--- config.mk ---
export PLATFORM = sky130hd
export DESIGN_NAME = mts_rx
export DESIGN_NICKNAME = d
export VERILOG_FILES = /design/src/verilog/mts_pkg.sv /design/src/verilog/mts_rx.sv /design/src/verilog/mts_chan_track.sv
export SDC_FILE = /design/constraint.sdc
export NUM_CORES = 2
export LEC_CHECK = 0
export ABC_AREA = 1
export BUFFER_PORTS_ARGS = -buffer_cell sky130_fd_sc_hd__buf_2
export CORE_MARGIN = 1
export CORE_UTILIZATION = 45
export DETAILED_ROUTE_END_ITERATION = 6
export PLACE_DENSITY = 0.57
export RECOVER_POWER = 25
export SYNTH_ARGS = -nofsm -noshare
export SYNTH_HDL_FRONTEND = slang
export SYNTH_HIERARCHICAL = 1
export SYNTH_SLANG_ARGS = --single-unit
--- constraint.sdc ---
create_clock -name mclk -period 5.1 [get_ports mclk]
set_input_delay 1.53 -clock mclk [delete_from_list [all_inputs] [get_ports mclk]]
set_output_delay 1.53 -clock mclk [all_outputs]
set_load 0.05 [all_outputs]
--- src/verilog/mts_pkg.sv ---
// Package for the multi-channel transport stream sublayer receiver.
// Assumes a byte-wide frame stream already stripped of outer encapsulation.
// ==========================================================================
// Contract
// RL1: Connectivity check bit is sent as zero
// RL2: Use sequence number only when valid bit set
// RL3: Extension code 00 shared; session selects parsing
// RL4: Code 01 is latency probe; 10,11 undefined
// RL5: Spare bit sent zero, ignored on receive
// RL6: Reserved nibble sent zero, ignored on receive
// RL7: Packet total legal 1..10, others reserved
// RL8: Sender increments sequence number by one
// RL9: Sender should start sequence at random value
// RL10: Detect lost or reordered frames, account per channel
// RL11: Channel tag steers packet to its engine
// RL12: Count received packets per channel using counter
// RL13: Substitute null packets for missing channel packets; code pulses out_null once per nonzero gap, not once per missing packet
// RL14: Header is 4 plus 20 bytes
// RL15: Array holds 10 entries; first total valid
// RL16: Entries beyond total are zero, ignored
// RL17: At most ten packets, mixed channels
// RL18: Accept frames up to 2000 bytes
// RL19: Packets of one frame are independent
// RL20: Payload is back-to-back 188-byte packets
// RL21: Null packet is 188 bytes, identifier 0x1FFF
// RL22: Discard frames with nonconforming header
// RL23: First word bit order as listed
// RL24: Entry is nibble, counter, tag; two per word
// RL25: Flag and drop bad total or length
package mts_pkg;
    localparam int          FIRST_WORD_BYTES = 4;
    localparam int          ARRAY_BYTES      = 20;
    localparam int          HDR_BYTES        = FIRST_WORD_BYTES + ARRAY_BYTES;
    localparam int          MAX_ENTRIES      = 10;
    localparam int          TS_BYTES         = 188;
    localparam int          MAX_FRAME_BYTES  = 2000;
    localparam logic [12:0] NULL_PID         = 13'h1FFF;
    localparam logic [7:0]  TS_SYNC          = 8'h47;
    localparam logic [1:0]  EXT_DATA         = 2'h0;
    localparam logic [1:0]  EXT_PROBE        = 2'h1;
    localparam logic [3:0]  TOTAL_MIN        = 4'h1;
    localparam logic [3:0]  TOTAL_MAX        = 4'hA;
    localparam int          CHAN_COUNT       = 256;
    localparam logic [15:0] SEQ_RESET        = 16'h0000;
    // First word bit positions, byte 0 first on the wire
    localparam int          POS_CHECK        = 31;
    localparam int          POS_SEQ_OK       = 30;
    localparam int          POS_EXT_HI       = 29;
    localparam int          POS_SEL_HI       = 27;
    localparam int          POS_TOTAL_HI     = 19;
    typedef enum logic [3:0] {
        MTS_IDLE = 4'b0001,
        MTS_HDR  = 4'b0010,
        MTS_PAY  = 4'b0100,
        MTS_DROP = 4'b1000
    } mts_state_t;
endpackage

--- src/verilog/mts_rx.sv ---
// Receiver for the multi-channel transport stream sublayer header.
// Assumes frames arrive one byte per valid cycle, framed by sof and eof.
`timescale 1ns/1ps
module mts_rx
    import mts_pkg::*;
(
    input  wire logic       mclk,          // Clock, 100 MHz
    input  wire logic       srst,          // Sync reset
    input  wire logic       session_multi, // Session is multi-channel type
    input  wire logic       in_valid,      // Input byte valid
    input  wire logic       in_sof,        // First byte of frame
    input  wire logic       in_eof,        // Last byte of frame
    input  wire logic [7:0] in_data,       // Input byte
    output logic            out_valid,     // Output byte valid
    output logic            out_sop,       // First byte of a TS packet
    output logic            out_eop,       // Last byte of a TS packet
    output logic      [7:0] out_data,      // Output byte
    output logic      [7:0] out_engine,    // Target engine for this packet
    output logic            out_null,      // Substitute null packet
    output logic            probe_frame,   // Latency probe frame seen, pulse
    output logic            frame_ok,      // Good frame ended, pulse
    output logic            frame_err,     // Frame dropped, pulse
    output logic            seq_lost,      // Frame sequence gap, pulse
    output logic            seq_order,     // Out-of-order frame, pulse
    output logic      [3:0] chan_gap,      // Missing packets on a channel
    output logic            chan_gap_v,    // chan_gap strobe
    output logic     [15:0] last_seq       // Last valid sequence number
);
    mts_state_t  state_reg;
    logic [10:0] byte_reg;
    logic [7:0]  pkt_byte_reg;
    logic [3:0]  pkt_idx_reg;
    logic [31:0] word_reg;
    logic [3:0]  total_reg;
    logic        seq_ok_reg;
    logic [7:0]  tag_reg   [MAX_ENTRIES];
    logic [3:0]  cnt_reg   [MAX_ENTRIES];
    logic        have_seq_reg;
    logic [15:0] exp_seq_reg;
    logic [31:0] cur_word;
    logic [15:0] cur_seq;
    logic [3:0]  cur_total;
    logic [1:0]  cur_ext;
    logic        hdr_bad;
    logic        chk_valid;
    logic [3:0]  gap_cnt;
    logic        gap_valid;
    logic [4:0]  ent_pos;
    logic        pay_last;

    // Decoded first word while its last byte is on the input; the shift
    // register still lags one byte then, so the word is assembled here
    assign cur_word  = {word_reg[23:0], in_data};
    assign cur_ext   = cur_word[POS_EXT_HI -: 2];
    assign cur_total = cur_word[POS_TOTAL_HI -: 4];
    assign cur_seq   = cur_word[15:0];
    // Reserved code or wrong session rejects the frame; spare and reserved ignored
    assign hdr_bad   = !session_multi || cur_ext != EXT_DATA   // RL3 RL22
                     || cur_total < TOTAL_MIN || cur_total > TOTAL_MAX; // RL7 RL25
    assign ent_pos   = 5'(byte_reg - 11'(FIRST_WORD_BYTES)); // RL14
    assign pay_last  = pkt_byte_reg == 8'(TS_BYTES - 1) && pkt_idx_reg == total_reg - 4'h1;
    assign chk_valid = state_reg == MTS_PAY && in_valid && pkt_byte_reg == 8'h00;

    // ==========================================================================
    // Frame parser state
    always_ff @(posedge mclk) begin
        if (srst) begin
            state_reg <= MTS_IDLE;
        end else if (in_valid && in_sof) begin
            state_reg <= in_eof ? MTS_IDLE : MTS_HDR;
        end else if (in_valid) begin
            case (state_reg)
                MTS_IDLE: state_reg <= MTS_IDLE;
                MTS_HDR: begin
                    if (in_eof)
                        state_reg <= MTS_IDLE; // RL25
                    else if (byte_reg == 11'(FIRST_WORD_BYTES - 1) && hdr_bad)
                        state_reg <= MTS_DROP; // RL22
                    else if (byte_reg == 11'(HDR_BYTES - 1))
                        state_reg <= MTS_PAY; // RL14
                end
                MTS_PAY: begin
                    if (in_eof || byte_reg == 11'(MAX_FRAME_BYTES - 1))
                        state_reg <= MTS_IDLE; // RL18
                    else if (pay_last)
                        state_reg <= MTS_DROP; // RL25
                end
                MTS_DROP: state_reg <= in_eof ? MTS_IDLE : MTS_DROP;
                default:  state_reg <= MTS_IDLE;
            endcase
        end
    end

    // ==========================================================================
    // Byte counters within frame and within TS packet
    always_ff @(posedge mclk) begin
        if (srst) begin
            byte_reg     <= 11'h000;
            pkt_byte_reg <= 8'h00;
            pkt_idx_reg  <= 4'h0;
        end else if (in_valid) begin
            byte_reg <= in_sof ? 11'h001 : byte_reg + 11'h001;
            if (in_sof || state_reg != MTS_PAY) begin
                pkt_byte_reg <= 8'h00;
                pkt_idx_reg  <= 4'h0;
            end else if (pkt_byte_reg == 8'(TS_BYTES - 1)) begin
                pkt_byte_reg <= 8'h00; // RL20
                pkt_idx_reg  <= pkt_idx_reg + 4'h1;
            end else begin
                pkt_byte_reg <= pkt_byte_reg + 8'h01;
            end
        end
    end

    // First word capture; connectivity and spare bits carried but not acted on
    always_ff @(posedge mclk) begin
        if (srst) begin
            word_reg   <= 32'h0000_0000;
            total_reg  <= 4'h0;
            seq_ok_reg <= 1'b0;
        end else if (in_valid && (in_sof || state_reg == MTS_HDR)) begin
            word_reg <= cur_word; // RL23 RL1 RL5
            if (!in_sof && byte_reg == 11'(FIRST_WORD_BYTES - 1)) begin
                total_reg  <= cur_total; // RL7
                seq_ok_reg <= cur_word[POS_SEQ_OK]; // RL2
            end
        end
    end

    // ==========================================================================
    // Tag and counter array; entries beyond total are simply never read
    generate
        for (genvar e = 0; e < MAX_ENTRIES; e++) begin : g_ent
            always_ff @(posedge mclk) begin
                if (srst) begin
                    tag_reg[e] <= 8'h00;
                    cnt_reg[e] <= 4'h0;
                end else if (in_valid && !in_sof && state_reg == MTS_HDR) begin // RL16
                    if (ent_pos == 5'(2 * e))
                        cnt_reg[e] <= in_data[3:0]; // RL24 RL6
                    if (ent_pos == 5'(2 * e + 1))
                        tag_reg[e] <= in_data; // RL24 RL15
                end
            end
        end
    endgenerate

    // ==========================================================================
    // Frame sequence checking, only when the valid bit is set
    always_ff @(posedge mclk) begin
        if (srst) begin
            have_seq_reg <= 1'b0;
            exp_seq_reg  <= SEQ_RESET;
            last_seq     <= SEQ_RESET;
            seq_lost     <= 1'b0;
            seq_order    <= 1'b0;
        end else begin
            seq_lost  <= 1'b0;
            seq_order <= 1'b0;
            if (in_valid && !in_sof && state_reg == MTS_HDR
                && byte_reg == 11'(FIRST_WORD_BYTES - 1) && !hdr_bad
                && cur_word[POS_SEQ_OK]) begin // RL2
                have_seq_reg <= 1'b1;
                exp_seq_reg  <= cur_seq + 16'h0001;
                last_seq     <= cur_seq;
                if (have_seq_reg && cur_seq != exp_seq_reg) begin
                    // Behind expected by less than half the space counts as reordered
                    if (16'(exp_seq_reg - cur_seq) < 16'h8000)
                        seq_order <= 1'b1; // RL10
                    else
                        seq_lost <= 1'b1; // RL10
                end
            end
        end
    end

    // ==========================================================================
    // Payload steering: each packet goes to the engine its tag names
    always_ff @(posedge mclk) begin
        if (srst) begin
            out_valid  <= 1'b0;
            out_sop    <= 1'b0;
            out_eop    <= 1'b0;
            out_data   <= 8'h00;
            out_engine <= 8'h00;
        end else begin
            out_valid <= in_valid && !in_sof && state_reg == MTS_PAY; // RL17
            out_sop   <= chk_valid && !in_sof;
            out_eop   <= in_valid && state_reg == MTS_PAY && pkt_byte_reg == 8'(TS_BYTES - 1);
            out_data  <= in_data;
            out_engine <= tag_reg[pkt_idx_reg]; // RL11 RL19
        end
    end

    // ==========================================================================
    // Frame outcome pulses; a short or long payload is flagged and dropped
    always_ff @(posedge mclk) begin
        if (srst) begin
            frame_ok    <= 1'b0;
            frame_err   <= 1'b0;
            probe_frame <= 1'b0;
        end else begin
            frame_ok    <= in_valid && in_eof && state_reg == MTS_PAY && pay_last;
            frame_err   <= in_valid && !in_sof && ((state_reg == MTS_HDR
                           && (in_eof || (byte_reg == 11'(FIRST_WORD_BYTES - 1) && hdr_bad)))
                           || (state_reg == MTS_PAY && (in_eof != pay_last))); // RL25
            probe_frame <= in_valid && !in_sof && state_reg == MTS_HDR
                           && byte_reg == 11'(FIRST_WORD_BYTES - 1) && cur_ext == EXT_PROBE; // RL4
        end
    end

    // Null substitution request: one pulse per channel result whose gap count is nonzero
    always_ff @(posedge mclk) begin
        if (srst) begin
            chan_gap   <= 4'h0;
            chan_gap_v <= 1'b0;
            out_null   <= 1'b0;
        end else begin
            chan_gap   <= gap_cnt; // RL12
            chan_gap_v <= gap_valid;
            out_null   <= gap_valid && gap_cnt != 4'h0; // RL13 RL21
        end
    end

    mts_chan_track u_track (
        .mclk      (mclk),
        .srst      (srst),
        .chk_valid (chk_valid && !in_sof),
        .chk_tag   (tag_reg[pkt_idx_reg]),
        .chk_cnt   (cnt_reg[pkt_idx_reg]),
        .gap_cnt   (gap_cnt),
        .gap_valid (gap_valid)
    );
endmodule

--- src/verilog/mts_chan_track.sv ---
// Per-channel counter tracker: remembers the last counter seen per tag.
// Assumes at most one lookup per clock, driven by the parser.
`timescale 1ns/1ps
module mts_chan_track
    import mts_pkg::*;
(
    input  wire logic       mclk,      // Clock
    input  wire logic       srst,      // Sync reset
    input  wire logic       chk_valid, // Entry to check
    input  wire logic [7:0] chk_tag,   // Channel tag
    input  wire logic [3:0] chk_cnt,   // Per channel counter
    output logic      [3:0] gap_cnt,   // Missing packets before this one
    output logic            gap_valid  // Result strobe
);
    logic [3:0] last_reg [CHAN_COUNT];
    logic       seen_reg [CHAN_COUNT];
    logic [3:0] delta;

    // Distance from the expected counter; first use of a tag shows no gap
    assign delta = chk_cnt - last_reg[chk_tag] - 4'h1;

    // ==========================================================================
    // Tracking memory
    always_ff @(posedge mclk) begin
        if (srst) begin
            for (int i = 0; i < CHAN_COUNT; i++) begin
                seen_reg[i] <= 1'b0;
                last_reg[i] <= 4'h0;
            end
        end else if (chk_valid) begin
            seen_reg[chk_tag] <= 1'b1; // RL12
            last_reg[chk_tag] <= chk_cnt; // RL12
        end
    end

    // Gap result, one cycle after the lookup
    always_ff @(posedge mclk) begin
        if (srst) begin
            gap_cnt   <= 4'h0;
            gap_valid <= 1'b0;
        end else begin
            gap_valid <= chk_valid;
            gap_cnt   <= (chk_valid && seen_reg[chk_tag]) ? delta : 4'h0; // RL10
        end
    end
endmodule

==> results.sh <==
export IMPL_status="finished, violations left"
export IMPL_violations="DRC, capacitance limit, slew limit"
export IMPL_port_buffers=59
export IMPL_pin_count=60
export IMPL_start_util_pct=45.4
export IMPL_cts_sinks=1521
export IMPL_slew_violations=180
export IMPL_ys_warn_count=6
export IMPL_vias=50600
export IMPL_cap_viol_max_count=4
export IMPL_hold_start="u_track/seen_reg[249]$_DFF_P_"
export IMPL_syn_nets=7038
export IMPL_cts_resized=0
export IMPL_grt_overflow_total=0
export IMPL_max_freq_mhz=201
export IMPL_die_area_um2=149000
export IMPL_crit_buf_inv=5
export IMPL_hp_class="reg -> reg"
export IMPL_grt_util_all_layers_pct=28.5
export IMPL_slowest_delay_ns=0.87
export IMPL_syn2layout_area_growth_pct=11.9
export IMPL_worstSetupEndpoint="u_track/last_reg[227][1]$_SDFFCE_PN0P_"
export IMPL_ys_seq_area_share_pct=63.2
export IMPL_vias_per_cell=5.62
export IMPL_hpwl_um=133000
export IMPL_clk_latency_ns=0.82
export IMPL_place_congestion=0.893
export IMPL_dr_pass1_iters=7
export IMPL_path_cells="clkbuf_1 -> clkinv_1 -> nor2_1 -> inv_1 -> nor3_1 -> nand2_1 -> clkbuf_1 -> nor3_2 -> clkbuf_1 -> nand2_1 -> nand2_1"
export IMPL_worst_r2r_setup_slack_ns=0.35
export IMPL_leakage_nw=29.3
export IMPL_post_route_util_pct=50.8
export IMPL_drt_iter0_markers=5540
export IMPL_worst_pin_slew_ns=3.77
export IMPL_die_x_um=386
export IMPL_drtAntennaViolNets=0
export IMPL_start_kind="input port"
export IMPL_routed_wl_um=213000
export IMPL_path_max_fanout=20
export IMPL_setup_viol=0
export IMPL_clk_path_buf_depth=3
export IMPL_core_area_um2=146000
export IMPL_hold_viol=0
export IMPL_wl_per_cell_um=23.6
export IMPL_postCtsSetupBuffers=0
export IMPL_clkTransAtPathRegs_ns=0.06
export IMPL_n_fill_cell=13400
export IMPL_die_height_um=386
export IMPL_numCtsBuffers=162
export IMPL_antenna_found_initial=2
export IMPL_arrival_ns=5.47
export IMPL_endpoint_kind="register"
export IMPL_drive_above_1_share_pct=7.15
export IMPL_finalSetupTns_ns=0
export IMPL_crit_family="buffers and inverters"
export IMPL_ctsHoldBuffers=0
export IMPL_synthCells=6996
export IMPL_ir_drop_mv=0.349
export IMPL_fin_crit_ns=4.98
export IMPL_reg2regPathDepth=12
export IMPL_multi_input_area_um2=21500
export IMPL_synth_main_ff_cell="edfxtp_1"
export IMPL_largest_reg_flops=1024
export IMPL_yosysUniqueCellTypes=49
export IMPL_antenna_diode_count=0
export IMPL_seq_area_um2=41900
export IMPL_r2r_start="state_reg[1]$_SDFFE_PP0P_"
export IMPL_critPathSlowestCell="clkbuf_1"
export IMPL_rows=140
export IMPL_cts_tree="yes"
export IMPL_synth_edf_count=1144
export IMPL_place_inst=8701
export IMPL_cp_num_cells=11
export IMPL_drc=2
export IMPL_grt_pass1_vias=48300
export IMPL_rsz0062_at_grt="no"
export IMPL_fin_cells=9006
export IMPL_worstPathRequired_ns=5.59
export IMPL_fin_crit_sh_pct=97.6
export IMPL_critPathLaunch="in_valid"
export IMPL_max_slew_margin_pct=-151
export IMPL_grt_pass1_wl_um=313000
export IMPL_cts_root_buf="clkbuf_16"
export IMPL_cts_htree_levels=4
export IMPL_r2r_end="u_track/last_reg[227][1]$_SDFFCE_PN0P_"
export IMPL_pwr_density_cell_nw_per_um2=374
export IMPL_syn_area_per_cell_um2=9.47
export IMPL_async_reset_ff_share_pct=0
export IMPL_ys_ff_latch=1521
export IMPL_syn_area_um2=66300
export IMPL_finClkSkew_ns=0.0297
export IMPL_grt_max_degree=172
export IMPL_nets=6990
export IMPL_critPathKind="in -> reg"
cell usage after synthesis (39+ instances only):
master / number / area share, %
clkbuf_1: 311 / 1.8
nor2_1: 1368 / 7.7
dfxtp_1: 377 / 11
o21ai_0: 326 / 2.5
nand3_1: 72 / 0.54
edfxtp_1: 1144 / 52
inv_1: 263 / 1.5
a22oi_1: 392 / 4.4
or2_1: 39 / 0.37
nand2_1: 1996 / 11
buf_2: 103 / 0.78
a21oi_1: 260 / 2.0
layer usage:
metal  part of all wire (%)  global-route usage [%]  up-vias
li1                       -                       -    23400
met1                     41                    38.4    24500
met2                     46                    45.7     2188
met3                    8.0                    4.62      417
met4                    4.2                    11.3        4
met5                 0.0066                       0        -
where the power goes:
part           switching (mW)  internal, mW
combinational            1.69         0.471
sequential              0.127          13.6
clock                    5.01          6.87
total                    6.82          20.9
cells by family after synthesis:
logic type      count (synthesis)  synth area share [%]
compound gates               1079                  10.0
xor+xnor                       26                 0.344
fa+ha+maj                      28                 0.540
buf+inv                       735                  4.45
flops                        1521                  63.2
mux                            28                 0.423
simple gates                 3579                  21.0
how the worst min path moves through the flow:
stage,slack [ns],endpoint,cells after the start
2_1_floorplan,0.40,chan_gap[2]$_SDFF_PP0_,2
3_3_place_gp,0.44,u_track/seen_reg[178]$_DFF_P_,2
3_5_place_dp,0.44,u_track/seen_reg[97]$_DFF_P_,2
4_1_cts,0.45,u_track/seen_reg[85]$_DFF_P_,2
5_1_grt,0.46,u_track/seen_reg[133]$_DFF_P_,2
6_report,0.45,u_track/seen_reg[249]$_DFF_P_,2
worst reg2reg max path: stages, from the launching register on:
cell and delay [ns]:
dfxtp_1 0.34, nor2_1 0.13, nand3_1 0.09, buf_4 0.18
nor2_1 0.26, inv_1 0.10, nor3_1 0.33, nand2_1 0.10
clkbuf_1 0.87, nor3_2 0.56, clkbuf_1 0.82, nand2_1 0.37
nand2_1 0.29
cells in the final DEF (no fill, tap or decap), types with 5 or more instances in the layout:
master | synthesis | final
edfxtp_1 | 1144 | 1144
inv_1 | 263 | 258
xor2_1 | 22 | 22
nor4_1 | 5 | 5
buf_2 | 103 | 11
dfxtp_1 | 377 | 376
buf_12 | 0 | 32
inv_6 | 0 | 5
clkbuf_2 | 0 | 6
a21oi_1 | 260 | 261
clkbuf_8 | 0 | 14
nand3_1 | 72 | 74
inv_8 | 0 | 6
o21ai_0 | 326 | 341
clkbuf_16 | 0 | 169
bufinv_16 | 0 | 11
clkbuf_1 | 311 | 109
a22oi_1 | 392 | 392
nor3_2 | 9 | 12
clkinv_2 | 0 | 26
clkinv_1 | 4 | 23
or2_1 | 39 | 39
nor2_4 | 0 | 5
o21ai_1 | 24 | 9
or2_2 | 14 | 14
inv_2 | 9 | 7
nand4_1 | 18 | 18
buf_4 | 5 | 135
mux2i_1 | 28 | 28
o211ai_1 | 34 | 34
clkinvlp_4 | 0 | 6
ha_1 | 27 | 27
nor2_1 | 1368 | 1368
a21oi_2 | 20 | 19
nand2_1 | 1996 | 1994
o31ai_1 | 12 | 12
nor3_1 | 31 | 25
per-stage QoR:
stage / setup WS, ns / power, mW / hold slack, ns / cell area [um2]
after global placement: 0.287 / 16.1 / 0.437 / 69100
after CTS: 0.300 / 27.9 / 0.452 / 74400
after detailed placement: 0.328 / 16.1 / 0.440 / 69100
final: 0.120 / 27.8 / 0.449 / 74200
after floorplan: 1.27 / 15.2 / 0.403 / 66300
after global routing: 0.0243 / 28.5 / 0.460 / 74200
cell type report:
cell class	count	area share [%]
clock buffer	231	6.21
tap	1917	3.23
inverter	276	1.47
sequential	1521	56.5
timing repair buffer	247	2.67
clock inverter	74	0.976
multi-input combinational	4740	29.0
Note: power is estimated with default switching activity, not from simulation.
